<file path="config.mk">
export PLATFORM = sky130hd
export DESIGN_NAME = tdcm_top
export DESIGN_NICKNAME = d
export VERILOG_FILES = /design/src/tdcm_pkg.sv /design/src/tdcm_top.sv
export SDC_FILE = /design/constraint.sdc
export NUM_CORES = 1
export LEC_CHECK = 0
export ABC_AREA = 1
export BUFFER_PORTS_ARGS = -buffer_cell sky130_fd_sc_hd__buf_2
export CAP_MARGIN = 10
export CORE_ASPECT_RATIO = 0.6
export CORE_MARGIN = 3
export CORE_UTILIZATION = 60
export CTS_BUF_LIST = sky130_fd_sc_hd__clkbuf_4 sky130_fd_sc_hd__clkbuf_8 sky130_fd_sc_hd__clkbuf_16
export DETAILED_ROUTE_END_ITERATION = 8
export GPL_TIMING_DRIVEN = 0
export PLACE_DENSITY = 0.81
export SYNTH_ARGS = -nofsm -noshare
export SYNTH_HDL_FRONTEND = slang
export SYNTH_SLANG_ARGS = --single-unit
</file>
<file path="constraint.sdc">
create_clock -name aclk -period 2.75 [get_ports aclk]
set_input_delay 0.1375 -clock aclk [delete_from_list [all_inputs] [get_ports aclk]]
set_output_delay 0.1375 -clock aclk [all_outputs]
set_load 0.03 [all_outputs]
</file>
<file path="src/tdcm_pkg.sv">
// tdcm_pkg: constants shared by the tolerant dual channel monitor
// assumes a 200 MHz aclk and one 32-bit AXI4-Lite register port
package tdcm_pkg;

  // ---------------------------------------------------------------
  // timing
  // ---------------------------------------------------------------
  localparam int unsigned CLK_HZ       = 200_000_000;
  localparam int unsigned TICK_MS      = 10;
  localparam int unsigned TICK_CYC_DEF = CLK_HZ / 1000 * TICK_MS;
  localparam int unsigned TICKS_PER_S  = 1000 / TICK_MS;

  // ---------------------------------------------------------------
  // register map (byte addresses)
  // ---------------------------------------------------------------
  localparam logic [7:0] OFS_CTRL   = 8'h00;
  localparam logic [7:0] OFS_DISC   = 8'h04;
  localparam logic [7:0] OFS_OFFD   = 8'h08;
  localparam logic [7:0] OFS_ANDLIM = 8'h0C;
  localparam logic [7:0] OFS_STATUS = 8'h10;

  // control bits
  localparam int CB_RUN    = 0;
  localparam int CB_COMPL  = 1;
  localparam int CB_ANDEN  = 2;
  localparam int CB_SUPON  = 3;
  localparam int CB_SUPOFF = 4;
  localparam int CB_GATEEN = 5;
  localparam int CB_STATEN = 6;
  localparam int CB_FLTEN  = 7;

  // field widths and limits, in 10 ms steps or seconds
  localparam int DISC_W = 13;
  localparam int OFFD_W = 10;
  localparam int ANDL_W = 16;
  localparam logic [DISC_W-1:0] DISC_MAX = 13'h1770;
  localparam logic [OFFD_W-1:0] OFFD_MAX = 10'h3E8;
  localparam logic [ANDL_W-1:0] ANDL_MAX = 16'hEA60;

  // reset values
  localparam logic [7:0]        CTRL_RST = 8'h00;
  localparam logic [DISC_W-1:0] DISC_RST = 13'h0000;
  localparam logic [OFFD_W-1:0] OFFD_RST = 10'h000;
  localparam logic [ANDL_W-1:0] ANDL_RST = 16'h0000;

  localparam logic [1:0] RESP_OKAY   = 2'h0;
  localparam logic [1:0] RESP_SLVERR = 2'h2;

  // release state machine
  typedef enum logic [1:0] {
    ST_OFF  = 2'b00,
    ST_ON   = 2'b01,
    ST_HOLD = 2'b10
  } tdcm_state_e;

endpackage

</file>
<file path="src/tdcm_top.sv">
// tdcm_top: tolerant dual channel monitor with AXI4-Lite registers
// assumes channel pins are asynchronous; bus master is on aclk
`timescale 1ns/1ps

module tdcm_top
  import tdcm_pkg::*;
#(
  parameter int unsigned TICK_CYCLES = TICK_CYC_DEF
) (
  // clock, reset, enable
  input  wire logic        aclk,
  input  wire logic        aresetn,
  input  wire logic        ce,
  // axi4-lite write
  input  wire logic [7:0]  awaddr,
  input  wire logic        awvalid,
  output logic             awready,
  input  wire logic [31:0] wdata,
  input  wire logic [3:0]  wstrb,
  input  wire logic        wvalid,
  output logic             wready,
  output logic [1:0]       bresp,
  output logic             bvalid,
  input  wire logic        bready,
  // axi4-lite read
  input  wire logic [7:0]  araddr,
  input  wire logic        arvalid,
  output logic             arready,
  output logic [31:0]      rdata,
  output logic [1:0]       rresp,
  output logic             rvalid,
  input  wire logic        rready,
  // channel and control pins
  input  wire logic        chan_a_in,
  input  wire logic        chan_b_in,
  input  wire logic        actuator_freed_in,
  input  wire logic        hold_gate_in,
  // monitor outputs
  output logic             grant,
  output logic             timeout_a,
  output logic             timeout_b,
  output logic             fault,
  output logic             status_a,
  output logic             status_b
);

  // ---------------------------------------------------------------
  // declarations
  // ---------------------------------------------------------------
  logic [3:0]        pin_s1;
  logic [3:0]        pin_s2;
  logic              af_q;
  logic [7:0]        ctrl;
  logic [DISC_W-1:0] disc_lim;
  logic [OFFD_W-1:0] offd_lim;
  logic [ANDL_W-1:0] and_lim;
  logic              aw_got;
  logic              w_got;
  logic [7:0]        aw_addr;
  logic [31:0]       w_data;
  logic [3:0]        w_strb;
  logic              wr_go;
  logic [31:0]       wr_val;
  logic [31:0]       rd_val;
  logic              rd_ok;
  logic [31:0]       tick_cnt;
  logic              tick;
  tdcm_state_e       state;
  tdcm_state_e       next_state;
  logic              off_a_seen;
  logic              off_b_seen;
  logic              both_off_seen;
  logic              disc_off;
  logic              on_exp;
  logic [DISC_W-1:0] disc_cnt;
  logic [OFFD_W-1:0] off_cnt;
  logic [6:0]        and_sub;
  logic [ANDL_W-1:0] and_sec;
  logic              and_mode;
  logic              to_a;
  logic              to_b;
  logic              flt;
  logic              run_clr;
  logic              a_on;
  logic              b_on;
  logic              af;
  logic              gate_ok;
  logic              both_on;
  logic              disc_exp;
  logic              sup_hit;
  logic              rise_ok;
  logic              grant_rise;
  logic              err_clr;
  logic              and_exp;
  logic              and_set;

  // ---------------------------------------------------------------
  // pin synchronisers
  // ---------------------------------------------------------------
  always_ff @(posedge aclk) begin
    if (!aresetn) begin
      pin_s1 <= 4'h0;
      pin_s2 <= 4'h0;
      af_q   <= 1'b0;
    end else if (ce) begin
      pin_s1 <= {hold_gate_in, actuator_freed_in, chan_b_in, chan_a_in};
      pin_s2 <= pin_s1;
      af_q   <= pin_s2[2];
    end
  end

  // ---------------------------------------------------------------
  // axi4-lite write channel
  // ---------------------------------------------------------------
  assign wr_go = aw_got & w_got & ~bvalid;

  always_ff @(posedge aclk) begin
    if (!aresetn) begin
      awready <= 1'b0;
      wready  <= 1'b0;
      aw_got  <= 1'b0;
      w_got   <= 1'b0;
      aw_addr <= 8'h00;
      w_data  <= 32'h0000_0000;
      w_strb  <= 4'h0;
      bvalid  <= 1'b0;
      bresp   <= RESP_OKAY;
    end else if (ce) begin
      if (awvalid && awready) begin
        aw_got  <= 1'b1;
        aw_addr <= awaddr;
        awready <= 1'b0;
      end else if (!aw_got && !bvalid) begin
        awready <= 1'b1;
      end
      if (wvalid && wready) begin
        w_got  <= 1'b1;
        w_data <= wdata;
        w_strb <= wstrb;
        wready <= 1'b0;
      end else if (!w_got && !bvalid) begin
        wready <= 1'b1;
      end
      if (wr_go) begin
        aw_got <= 1'b0;
        w_got  <= 1'b0;
        bvalid <= 1'b1;
        bresp  <= (aw_addr[7:2] <= OFS_ANDLIM[7:2]) ? RESP_OKAY : RESP_SLVERR;
      end else if (bvalid && bready) begin
        bvalid <= 1'b0;
      end
    end
  end

  // byte lanes merged over the current register value
  always_comb begin
    wr_val = rd_val;
    for (int i = 0; i < 4; i++) begin
      if (w_strb[i]) begin
        wr_val[8*i +: 8] = w_data[8*i +: 8];
      end
    end
  end

  // ---------------------------------------------------------------
  // configuration registers
  // ---------------------------------------------------------------
  always_ff @(posedge aclk) begin
    if (!aresetn) begin
      ctrl     <= CTRL_RST;
      disc_lim <= DISC_RST;
      offd_lim <= OFFD_RST;
      and_lim  <= ANDL_RST;
    end else if (ce && wr_go) begin
      case (aw_addr[7:2])
        OFS_CTRL[7:2]: begin
          ctrl <= wr_val[7:0];
        end
        OFS_DISC[7:2]: begin
          disc_lim <= (wr_val[DISC_W-1:0] > DISC_MAX) ? DISC_MAX : wr_val[DISC_W-1:0];
        end
        OFS_OFFD[7:2]: begin
          offd_lim <= (wr_val[OFFD_W-1:0] > OFFD_MAX) ? OFFD_MAX : wr_val[OFFD_W-1:0];
        end
        OFS_ANDLIM[7:2]: begin
          and_lim <= (wr_val[ANDL_W-1:0] > ANDL_MAX) ? ANDL_MAX : wr_val[ANDL_W-1:0];
        end
        default: begin
        end
      endcase
    end
  end

  // ---------------------------------------------------------------
  // read mux and read channel
  // ---------------------------------------------------------------
  always_comb begin
    rd_val = 32'h0000_0000;
    rd_ok  = 1'b1;
    case (wr_go ? aw_addr[7:2] : araddr[7:2])
      OFS_CTRL[7:2]:   rd_val[7:0] = ctrl;
      OFS_DISC[7:2]:   rd_val[DISC_W-1:0] = disc_lim;
      OFS_OFFD[7:2]:   rd_val[OFFD_W-1:0] = offd_lim;
      OFS_ANDLIM[7:2]: rd_val[ANDL_W-1:0] = and_lim;
      OFS_STATUS[7:2]: begin
        rd_val[10:0] = {state, b_on, a_on, status_b, status_a, and_mode,
                        flt, to_b, to_a, grant};
      end
      default: rd_ok = 1'b0;
    endcase
  end

  // reads wait while a write is committing, since the mux is shared
  always_ff @(posedge aclk) begin
    if (!aresetn) begin
      arready <= 1'b0;
      rvalid  <= 1'b0;
      rdata   <= 32'h0000_0000;
      rresp   <= RESP_OKAY;
    end else if (ce) begin
      if (arvalid && arready && !wr_go) begin
        arready <= 1'b0;
        rvalid  <= 1'b1;
        rdata   <= rd_val;
        rresp   <= rd_ok ? RESP_OKAY : RESP_SLVERR;
      end else if (rvalid && rready) begin
        rvalid <= 1'b0;
      end else if (!rvalid && !arready) begin
        arready <= 1'b1;
      end
    end
  end

  // ---------------------------------------------------------------
  // 10 ms tick
  // ---------------------------------------------------------------
  // clear on run entry
  // stop clears only on enabled cycles, so a low ce freezes everything
  assign run_clr = !aresetn || (ce && !ctrl[CB_RUN]);
  assign tick    = (tick_cnt == 32'(TICK_CYCLES - 1));

  always_ff @(posedge aclk) begin
    if (!aresetn) begin
      tick_cnt <= 32'h0000_0000;
    end else if (ce) begin
      if (run_clr || tick) begin
        tick_cnt <= 32'h0000_0000;
      end else begin
        tick_cnt <= tick_cnt + 32'h0000_0001;
      end
    end
  end

  // ---------------------------------------------------------------
  // channel evaluation
  // ---------------------------------------------------------------
  // equivalent or complementary decode
  assign a_on    = pin_s2[0];
  assign b_on    = ctrl[CB_COMPL] ? ~pin_s2[1] : pin_s2[1];
  assign af      = pin_s2[2];
  assign both_on = a_on & b_on;
  assign gate_ok = ~ctrl[CB_GATEEN] | pin_s2[3];

  assign disc_exp = (disc_lim != '0) && (disc_cnt >= disc_lim) && !and_mode;
  assign sup_hit  = disc_off ? ctrl[CB_SUPOFF] : ctrl[CB_SUPON];

  assign rise_ok = and_mode ? both_on :
                   (both_on & off_a_seen & off_b_seen &
                    ~(ctrl[CB_SUPON] & (disc_exp | on_exp)));
  assign grant_rise = (state == ST_OFF) && rise_ok;
  assign err_clr = grant_rise & both_off_seen;

  // ---------------------------------------------------------------
  // release state machine
  // ---------------------------------------------------------------
  always_comb begin
    next_state = state;
    case (state)
      ST_OFF: begin
        if (rise_ok) begin
          next_state = ST_ON;
        end
      end
      ST_ON: begin
        if (!both_on) begin
          next_state = (gate_ok && offd_lim != '0) ? ST_HOLD : ST_OFF;
        end
      end
      ST_HOLD: begin
        if (both_on) begin
          next_state = ST_ON;
        end else if (!gate_ok || off_cnt >= offd_lim) begin
          next_state = ST_OFF;
        end
      end
      default: next_state = ST_OFF;
    endcase
  end

  always_ff @(posedge aclk) begin
    if (run_clr) begin
      state   <= ST_OFF;
      grant   <= 1'b0;
      off_cnt <= '0;
    end else if (ce) begin
      state <= next_state;
      grant <= (next_state != ST_OFF);
      if (state != ST_HOLD) begin
        off_cnt <= '0;
      end else if (tick && off_cnt != OFFD_MAX) begin
        off_cnt <= off_cnt + 1'b1;
      end
    end
  end

  // ---------------------------------------------------------------
  // sequence memory
  // ---------------------------------------------------------------
  always_ff @(posedge aclk) begin
    if (run_clr) begin
      off_a_seen    <= 1'b0;
      off_b_seen    <= 1'b0;
      both_off_seen <= 1'b0;
    end else if (ce) begin
      if (!a_on) begin
        off_a_seen <= 1'b1;
      end else if (grant_rise) begin
        off_a_seen <= 1'b0;
      end
      if (!b_on) begin
        off_b_seen <= 1'b1;
      end else if (grant_rise) begin
        off_b_seen <= 1'b0;
      end
      if (!a_on && !b_on) begin
        both_off_seen <= 1'b1;
      end else if (grant_rise) begin
        both_off_seen <= 1'b0;
      end
    end
  end

  // ---------------------------------------------------------------
  // discrepancy supervision
  // ---------------------------------------------------------------
  // a mismatch that starts from both-on is a switch-off mismatch
  always_ff @(posedge aclk) begin
    if (run_clr) begin
      disc_cnt <= '0;
      disc_off <= 1'b0;
      on_exp   <= 1'b0;
    end else if (ce) begin
      if (a_on == b_on) begin
        disc_off <= both_on;
      end
      // switch-on expiry held
      // counter clears once channels agree, so keep it until both off
      if (disc_exp && !disc_off) begin
        on_exp <= 1'b1;
      end else if (!a_on && !b_on) begin
        on_exp <= 1'b0;
      end
      if (a_on == b_on || and_mode) begin
        disc_cnt <= '0;
      end else if (tick && disc_cnt != DISC_MAX) begin
        disc_cnt <= disc_cnt + 1'b1;
      end
    end
  end

  // error latches: a new expiry wins over a clear
  always_ff @(posedge aclk) begin
    if (run_clr) begin
      to_a <= 1'b0;
      to_b <= 1'b0;
      flt  <= 1'b0;
    end else if (ce) begin
      if (disc_exp && sup_hit && (disc_off ? a_on : ~a_on)) begin
        to_a <= 1'b1;
      end else if (err_clr) begin
        to_a <= 1'b0;
      end
      if (disc_exp && sup_hit && (disc_off ? b_on : ~b_on)) begin
        to_b <= 1'b1;
      end else if (err_clr) begin
        to_b <= 1'b0;
      end
      if (disc_exp && sup_hit) begin
        flt <= 1'b1;
      end else if (err_clr) begin
        flt <= 1'b0;
      end
    end
  end

  // ---------------------------------------------------------------
  // AND mode
  // ---------------------------------------------------------------
  // zero means unlimited
  assign and_exp = (and_lim != '0) && (and_sec >= and_lim);
  assign and_set = ctrl[CB_ANDEN] && grant && af_q && !af;

  always_ff @(posedge aclk) begin
    if (run_clr) begin
      and_mode <= 1'b0;
      and_sub  <= 7'h00;
      and_sec  <= '0;
    end else if (ce) begin
      if (and_set) begin
        and_mode <= 1'b1;
      end else if (af || and_exp || !ctrl[CB_ANDEN]) begin
        and_mode <= 1'b0;
      end
      if (!and_mode) begin
        and_sub <= 7'h00;
        and_sec <= '0;
      end else if (tick) begin
        if (and_sub == 7'(TICKS_PER_S - 1)) begin
          and_sub <= 7'h00;
          if (and_sec != ANDL_MAX) begin
            and_sec <= and_sec + 1'b1;
          end
        end else begin
          and_sub <= and_sub + 7'h01;
        end
      end
    end
  end

  // ---------------------------------------------------------------
  // registered outputs
  // ---------------------------------------------------------------
  always_ff @(posedge aclk) begin
    if (run_clr) begin
      timeout_a <= 1'b0;
      timeout_b <= 1'b0;
      fault     <= 1'b0;
      status_a  <= 1'b0;
      status_b  <= 1'b0;
    end else if (ce) begin
      timeout_a <= to_a;
      timeout_b <= to_b;
      fault     <= flt & ctrl[CB_FLTEN];
      if (state != ST_OFF) begin
        status_a <= ctrl[CB_STATEN] & (a_on | (state == ST_HOLD));
        status_b <= ctrl[CB_STATEN] & (b_on | (state == ST_HOLD));
      end else begin
        status_a <= ctrl[CB_STATEN] & a_on & (off_b_seen | and_mode);
        status_b <= ctrl[CB_STATEN] & b_on & (off_a_seen | and_mode);
      end
    end
  end

endmodule

</file>
Yosys cells after proc, flatten, opt, wreduce, memory -nomap -nowiden
Cells that the tools add are included.
- add/subtract/negate cells: 5
- magnitude comparators: 7
- equality and inequality tests: 22
- mux-type cells: 66
- bitwise gates (word level): 27
- reductions and logical operators: 99
- operator list (operator ; count):
    2-to-1 mux 16 bit ; 5
    AND reduction 2 bit ; 26
    one-hot mux 8 bit (5 select lines) ; 1
    2-to-1 mux 13 bit ; 3
    2-to-1 mux 1 bit ; 35
    nonzero test 2 bit ; 17
    adder 32 x 1 -> 32 bit (second input constant) ; 1
    equality test 32 x 21 -> 1 bit (second input constant) ; 1
    2-to-1 mux 32 bit ; 1
    2-to-1 mux 10 bit ; 3
    logical AND 1 bit ; 26
    equality test 6 x 2 -> 1 bit (second input constant) ; 4
    2-to-1 mux 7 bit ; 3
    adder 16 x 1 -> 16 bit (second input constant) ; 1
    >= comparator 16 bit ; 1
    greater-than comparator 16 bit (second input constant) ; 1
    2-to-1 mux 8 bit ; 2
    inequality test 16 bit (second input constant) ; 1
    nonzero test 16 bit ; 1
    bitwise AND 1 bit ; 15
    logical NOT 1 bit ; 15
    2-to-1 mux 2 bit ; 7
    adder 13 x 1 -> 13 bit (second input constant) ; 1
    >= comparator 13 bit ; 1
    other kinds (32) ; 54
- bits in registers: 204

Logic depth before layout (Yosys ltp)
Gate-level depths: netlist of the first run.
- depth after elaboration: 12
- depth in mapped cells: 20
- depth with buffers taken out: 19

Worst setup path after synthesis of the first run
OpenSTA, ideal clock, no wires.
- kind: register -> register
- start point: register bvalid
- end point: register and_lim[0]
- arrival: 2335 ps
- setup slack: 346 ps
- stages on the path, launching flop included: 20
- period minus slack after synthesis: 2404 ps
- cell sequence: dfxtp_1 > inv_2 > nand3_2 > nor2_2 > nor2_4 > nor2_4 > buf_6 > buf_6 > nand3_1 > nand2_1 > nor2_1 > nand3b_1 > nand2_1 > nand2_2 > nor2_2 > nand3_1 > nand2_2 > buf_6 > nand2_2 > a21oi_2
- cells in the longest elaborated chain, start to end: 8
- RTL lines (what ; line ; source):
    start, declared ; tdcm_top.sv:23 ; output logic bvalid,
    start signal, assigned ; tdcm_top.sv:126 ; bvalid <= 1'b0;
    start signal, assigned ; tdcm_top.sv:147 ; bvalid <= 1'b1;
    start signal, assigned ; tdcm_top.sv:150 ; bvalid <= 1'b0;
    NOT 1 bit * ; tdcm_top.sv:115 ; assign wr_go = aw_got & w_got & ~bvalid;
    bitwise AND 1 bit * ; tdcm_top.sv:115 ;
    2-to-1 mux 6 bit ; tdcm_top.sv:200 ; case (wr_go ? aw_addr[7:2] : araddr[7:2])
    equality test 6 x 3 -> 1 bit (tied with other cells) ; tdcm_top.sv:200 ;
    one-hot mux 8 bit (5 select lines) (tied with other cells) ; tdcm_top.sv:200 ;
    2-to-1 mux 8 bit ; tdcm_top.sv:159 ; if (w_strb[i]) begin
    greater-than comparator 16 bit ; tdcm_top.sv:186 ; and_lim <= (wr_val[ANDL_W-1:0] > ANDL_MAX) ? ANDL_MAX : wr_val[ANDL_W-1:0];
    2-to-1 mux 16 bit ; tdcm_top.sv:186 ;
    end signal, assigned ; tdcm_top.sv:186 ;
    end, declared ; tdcm_top.sv:56 ; logic [ANDL_W-1:0] and_lim;
Every way passes the cells marked *; elsewhere a longest branch is shown, timed or not.
A chain may end at the register's enable or synchronous reset.

Final worst setup path of the first run
- start point: register bvalid
- end point: register disc_lim[0]
- cells in the longest elaborated chain, start to end: 8
- RTL lines (what ; line ; source):
    NOT 1 bit * ; tdcm_top.sv:115 ;
    bitwise AND 1 bit * ; tdcm_top.sv:115 ;
    2-to-1 mux 6 bit ; tdcm_top.sv:200 ;
    equality test 6 x 3 -> 1 bit (tied with other cells) ; tdcm_top.sv:200 ;
    one-hot mux 8 bit (5 select lines) (tied with other cells) ; tdcm_top.sv:200 ;
    2-to-1 mux 8 bit ; tdcm_top.sv:159 ;
    greater-than comparator 13 bit ; tdcm_top.sv:180 ; disc_lim <= (wr_val[DISC_W-1:0] > DISC_MAX) ? DISC_MAX : wr_val[DISC_W-1:0];
    2-to-1 mux 13 bit ; tdcm_top.sv:180 ;
    end signal, assigned ; tdcm_top.sv:180 ;
    end, declared ; tdcm_top.sv:54 ; logic [DISC_W-1:0] disc_lim;
Marks and branches as above.

==> impl_metrics.tcl, run 1 <==
set metrics [dict create \
    portBuffers 69 \
    yosysWarnings 0 \
    multi_input_area_um2 6290 \
    final_layout_size_suffix_gt1_frac 0.154 \
    synth_edf_count 0 \
    gp_congestion 0.962 \
    worst_path_max_delay_cell "dfxtp_2" \
    worstPathArrival_ps 3010 \
    min_period_ps 2700 \
    cts-root-buf "clkbuf_16" \
    synth_area_leader_cell "dfxtp_1" \
    h-tree-depth 4 \
    postSynthCellCount 1608 \
    setup_viol 0 \
    clock_skew_ps 15.8 \
    die_height_um 111 \
    io-pin-count 111 \
    cts_tree "built" \
    grt_first_pass_wirelength_um 54400 \
    finalHoldViolCount 0 \
    leakagePower_nw 5.25 \
    ant_nets 0 \
    criticalPathCategory "reg2reg" \
    pwr_density_cell_nw_per_um2 461 \
    netlist_top_cells_area "dfxtp_1, nand2_1, a21oi_1" \
    cp_common_cell "nand2_1" \
    grt_pass1_vias 10348 \
    synth-compound-area-share 0.162 \
    crit_chain "inv_2 -> nand3_4 -> nand2_1 -> nand2_4 -> nor2_4 -> buf_6 -> nand3_1 -> nand3_1 -> o21ai_2 -> nand2_2 -> inv_4 -> nor2_1 -> nand2_1 -> nand2_1 -> nand2_2 -> buf_4 -> nand2_1 -> a21oi_1" \
    post-route-worst-setup-slack_ps 48.7 \
    synth_top_flop_cell "dfxtp_1" \
    grt.total_usage 0.337 \
    grt_max_degree 19 \
    wl_met2_um 14700 \
    top_layer "met5" \
    antenna_found_initial 1 \
    max_cap_violations 0 \
    start_kind "flop" \
    drtIter0Drc 1568 \
    relSlewSlack 0.279 \
    synth_seq_cells 200 \
    fillerInstances 1393 \
    wl_per_cell_um 17.7 \
    drv_slew 0 \
    post_synth_fa_ha_maj_area_fraction 0.0557 \
    core_um2 17500 \
    dr_wl_met3_um 4420 \
    synth_top_area_frac 0.364 \
    syn_avg_cell_area_um2 6.84 \
    synth-simple-area-share 0.293 \
    num_rows 37 \
    met1_length_um 15800 \
    place_ws_ps -464 \
    hp-class "in2reg" \
    numCtsBuffers 17 \
    worstSkewPairLatency_ps 460 \
    synth-seq-area-share 0.364 \
    cts.sinks 200 \
    cp-end-kind "flop" \
    die_width_um 181 \
    cts_buffer_depth 2 \
    peakVddDrop_mv 0.456 \
    status "finished clean" \
    synth_top_family_by_area "simple AND/OR/NAND/NOR gates" \
    worstPathMaxFanout 10 \
    drt-total-wl_um 35700 \
    synth.area.mux_share 0 \
    final_cell_mix "nand2_1, dfxtp_1, inv_1" \
    viasPerCell 5.84 \
    ys_async_sr_fraction 0 \
    vias 11794 \
    synth_xor_area_frac 0.0239 \
    tightest_slew_ps 1070 \
    drc_errors 0 \
    slowest_delay_ps 350 \
    regArea_um2 4010 \
    start_util 0.627 \
    whs_ps 13.1 \
    final_common_cell "nand2_1" \
    synth_area_um2 11000 \
    period_share 0.982 \
    grt-ovfl-total 0 \
    crit_buf_inv 4 \
    syn_to_final_growth_pct 20.4 \
    nNetsFinal 1884 \
    synth_cell_types 47 \
    dp_hpwl_um 25700 \
    path_delay_family "simple AND/OR/NAND/NOR gates" \
    critPathRequiredTime_ps 3060 \
    dr.pass1.iters 5 \
    max_clock_freq_mhz 370 \
    diodes 0 \
    die-area_um2 20100 \
    clk_pin_slew_ps 70 \
]
==> power breakdown <==
part | switching [mW] | internal, mW | leakage, nW
Sequential | 0.0322 | 2.94 | 1.62
Clock | 1.27 | 1.30 | 0.277
Combinational | 0.388 | 0.188 | 3.35
Total | 1.69 | 4.43 | 5.25
==> cells in the mapped netlist (all sizes together) (3+ instances only) <==
master,count
nand2,311
nor2,203
dfxtp,200
inv,190
a21oi,160
o21ai,129
nand3,114
ha,49
clkbuf,42
nor3,41
nand4,34
buf,30
nor4,21
xor2,19
xnor2,11
a31oi,8
clkinv,5
a211oi,4
nand3b,4
nor3b,4
o31ai,4
a311oi,3
a41oi,3
o311ai,3
o41ai,3
==> registers in the layout, summed over array words and instances, names as in the netlist, 2 cells and up <==
signal	flops
and_lim	16
pin_s1	4
offd_lim	10
w_data	16
and_sec	16
and_sub	7
w_strb	2
aw_addr	6
ctrl	8
tick_cnt	32
rdata	16
state	2
pin_s2	4
disc_lim	13
off_cnt	10
disc_cnt	13
==> cell families after synthesis <==
family                   after synthesis
AND/OR/NAND/NOR                      735
flip-flops                           200
buffers and inverters                267
adder cells (fa/ha/maj)               49
other                                  1
AO/OA/AOI/OAI                        326
XOR/XNOR                              30
==> final timing paths <==
check                                start          end  slack (ps)  cells after the start
worst max-delay path                bvalid  disc_lim[0]          50                     18
worst min-delay path             awaddr[5]   aw_addr[5]          10                      3
worst max register to register      bvalid  disc_lim[0]          50                     18
worst min register to register  w_data[15]   w_data[15]         450                      2
==> routing by layer <==
metal | track usage | vias to the layer above
li1 | - | 5632
met1 | 0.504 | 5438
met2 | 0.475 | 641
met3 | 0.0885 | 81
met4 | 0.0935 | 2
met5 | 0 | -
==> cell type report <==
cell class,count,area share
multi-input cells,1158,0.474
flip-flops and latches,200,0.303
repair buffers,127,0.0682
inverters,195,0.0558
clock buffers,19,0.0332
plain buffers,72,0.0330
well taps,234,0.0221
clock inverters,13,0.0105
==> stage by stage <==
stage	power (mW)	TNS, ps	util	std cells	cell area [um^2]
2_1_floorplan	3.35	0	-	1625	11100
3_3_place_gp	3.49	-18980	0.667	1928	11700
3_5_place_dp	3.50	-16050	0.667	1928	11700
4_1_cts	6.02	0	0.720	1988	12600
5_1_grt	6.28	-380	0.755	2018	13300
6_report	6.11	0	0.755	2018	13300
==> repair_timing <==
item | 4_1_cts | 5_1_grt
hold endpoints to repair | 28 | 0
hold buffers | 28 | 0
gates resized for setup | 22 | 97
gates cloned | 0 | 3
buffers inserted | 0 | 27
setup endpoints to repair | 44 | 53
pin swaps | 1 | 30
==> worst register-to-register path, cell delays in order (launching register included) <==
cell and delay [ps]:
dfxtp_2 350, inv_2 100, nand3_4 130, nand2_1 140
nand2_4 80, nor2_4 200, buf_6 200, nand3_1 170
nand3_1 170, o21ai_2 80, nand2_2 200, inv_4 100
nor2_1 130, nand2_1 70, nand2_1 70, nand2_2 110
buf_4 160, nand2_1 60, a21oi_1 60
No activity file was read; power rests on OpenSTA's default activity.
==> inputs of run 2 (changes only) <==
--- a/config.mk
+++ b/config.mk
@@ -10,11 +10,10 @@
 export CAP_MARGIN = 10
 export CORE_ASPECT_RATIO = 0.6
 export CORE_MARGIN = 3
-export CORE_UTILIZATION = 60
+export CORE_UTILIZATION = 40
 export CTS_BUF_LIST = sky130_fd_sc_hd__clkbuf_4 sky130_fd_sc_hd__clkbuf_8 sky130_fd_sc_hd__clkbuf_16
 export DETAILED_ROUTE_END_ITERATION = 8
 export GPL_TIMING_DRIVEN = 0
-export PLACE_DENSITY = 0.81
 export SYNTH_ARGS = -nofsm -noshare
 export SYNTH_HDL_FRONTEND = slang
 export SYNTH_SLANG_ARGS = --single-unit
==> run 2 against run 1 <==
  * Combinational power up 2%
  * Largest cell class unchanged
  * Sequential power about the same
  * Total power down 0.16%
  * Final cell count up 6.3%
  * Sequential share of layout area down 0.19 points
  * Critical endpoint is now and_lim[7]
  * Via count down 3.1%
  * Core utilization down 26 points
==> impl_metrics.tcl, run 2 (synthesis results as in run 1) <==
set metrics [dict create \
    status "finished clean" \
    pwr_density_cell_nw_per_um2 458 \
    grt_first_pass_wirelength_um 56900 \
    criticalPathCategory "reg2reg" \
    io-pin-count 111 \
    power.total_mw 6.10 \
    min_period_ps 2690 \
    worstPathArrival_ps 2990 \
    syn_to_final_growth_pct 21.2 \
    dp_hpwl_um 28000 \
    grt-ovfl-total 0 \
    ant_nets 0 \
    hp-start "wdata[15]" \
    start_kind "flop" \
    num_rows 46 \
    critPathRequiredTime_ps 3060 \
    grt_max_degree 18 \
    core_um2 26800 \
    start_util 0.411 \
    r2r_slack_ps 60 \
    portBuffers 69 \
    die_width_um 220 \
    worstPathMaxFanout 10 \
    cts_tree "built" \
    final_cell_mix "nand2_1, dfxtp_1, inv_1" \
    max_clock_freq_mhz 372 \
    clk_pin_slew_ps 80 \
    gp_congestion 0.985 \
    timing.rr.end "and_lim[7]" \
    wl_per_cell_um 17.1 \
    max_cap_violations 0 \
    peakVddDrop_mv 0.320 \
    numCtsBuffers 17 \
    tightest_slew_ps 1240 \
    h-tree-depth 4 \
    drt-total-wl_um 36700 \
    final_common_cell "nand2_1" \
    diodes 0 \
    hp-class "in2reg" \
    cts.sinks 200 \
    antenna_found_initial 0 \
    regMostFlops "tick_cnt" \
    die-area_um2 29600 \
    setup_viol 0 \
    drv_slew 0 \
    vias 11434 \
    cp-end-kind "flop" \
    leakagePower_nw 5.22 \
    reg2regPathDepth 19 \
    die_height_um 134 \
    largest_reg_flops 32 \
    cts_buffer_depth 2 \
    fin_util 0.498 \
    dr.pass1.iters 7 \
    period_share 0.977 \
    viasPerCell 5.33 \
    min_to "w_data[15]" \
    clock_skew_ps 9.72 \
    worstSkewPairLatency_ps 460 \
    relSlewSlack 0.160 \
    finalHoldViolCount 0 \
    hold_depth 3 \
    drc_errors 0 \
    grt.total_usage 0.248 \
    cts-root-buf "clkbuf_16" \
    grt_pass1_vias 10123 \
    fillerInstances 2735 \
    r2r-start "bvalid" \
    final_layout_size_suffix_gt1_frac 0.150 \
    drtIter0Drc 1214 \
    nNetsFinal 1886 \
]
run 2: final cells by class:
class	instances	area (um^2)	area share
repair buffers	129	898	0.0674
multi-input cells	1158	6240	0.468
plain buffers	72	415	0.0311
inverters	195	741	0.0555
flip-flops and latches	200	4010	0.301
clock inverters	12	116	0.00872
well taps	360	450	0.0338
clock buffers	20	460	0.0345
run 2: what timing repair did:
item / 4_1_cts / 5_1_grt
resized for setup: 28 / 72
cloned: 0 / 3
endpoints found under the setup margin: 46 / 71
pin swaps: 1 / 22
hold buffers: 28 / 0
buffers inserted: 1 / 28
endpoints found under the hold margin: 28 / 0
run 2: how the worst max path moves through the flow:
stage / startpoint / endpoint / slack, ps
floorplan: bvalid / and_lim[0] / 350
CTS: bvalid / and_lim[0] / 8
finish: bvalid / and_lim[7] / 60
detailed placement: ce / and_sec[1] / -610
global route: bvalid / and_lim[7] / -80
global placement: ce / and_sec[1] / -570
run 2: where the power goes:
part	switching, mW	internal (mW)
clock network	1.23	1.32
logic	0.394	0.191
registers	0.0300	2.94
total	1.65	4.45
run 2: critical path, cell delays in order, from the launching register on:
cell and delay, ps:
dfxtp_2 350, inv_2 100, nand3_4 130, nand2_1 100, o21ai_2 80, nor2_4 120, buf_6 170, buf_8 170
nand3_2 140, nand3_1 100, nand2_1 140, nor2_1 140, nand3_1 100, nor2_2 160, nand2_1 60, nand2_1 100
nand2_4 90, clkbuf_16 160, nand2_2 50, a21oi_2 40
run 2: per-stage QoR:
stage               cell area (um^2)  cells  worst slack (ps)  TNS [ps]  hold slack, ps
floorplan                      11100   1625               346         0             272
global placement               11900   2054              -572    -23780             359
detailed placement             11900   2054              -608    -25060             372
CTS                            12800   2115              8.00         0           0.774
global route                   13300   2146             -83.6      -812            40.5
finish                         13300   2146              64.4         0            16.5
run 2: layer usage:
metal  track usage  wire, um  vias up
met5             0         0        -
met2         0.333     14300      414
met4        0.0504       374        0
li1              -         -     5634
met3        0.0562      3160       28
met1         0.396     18800     5358
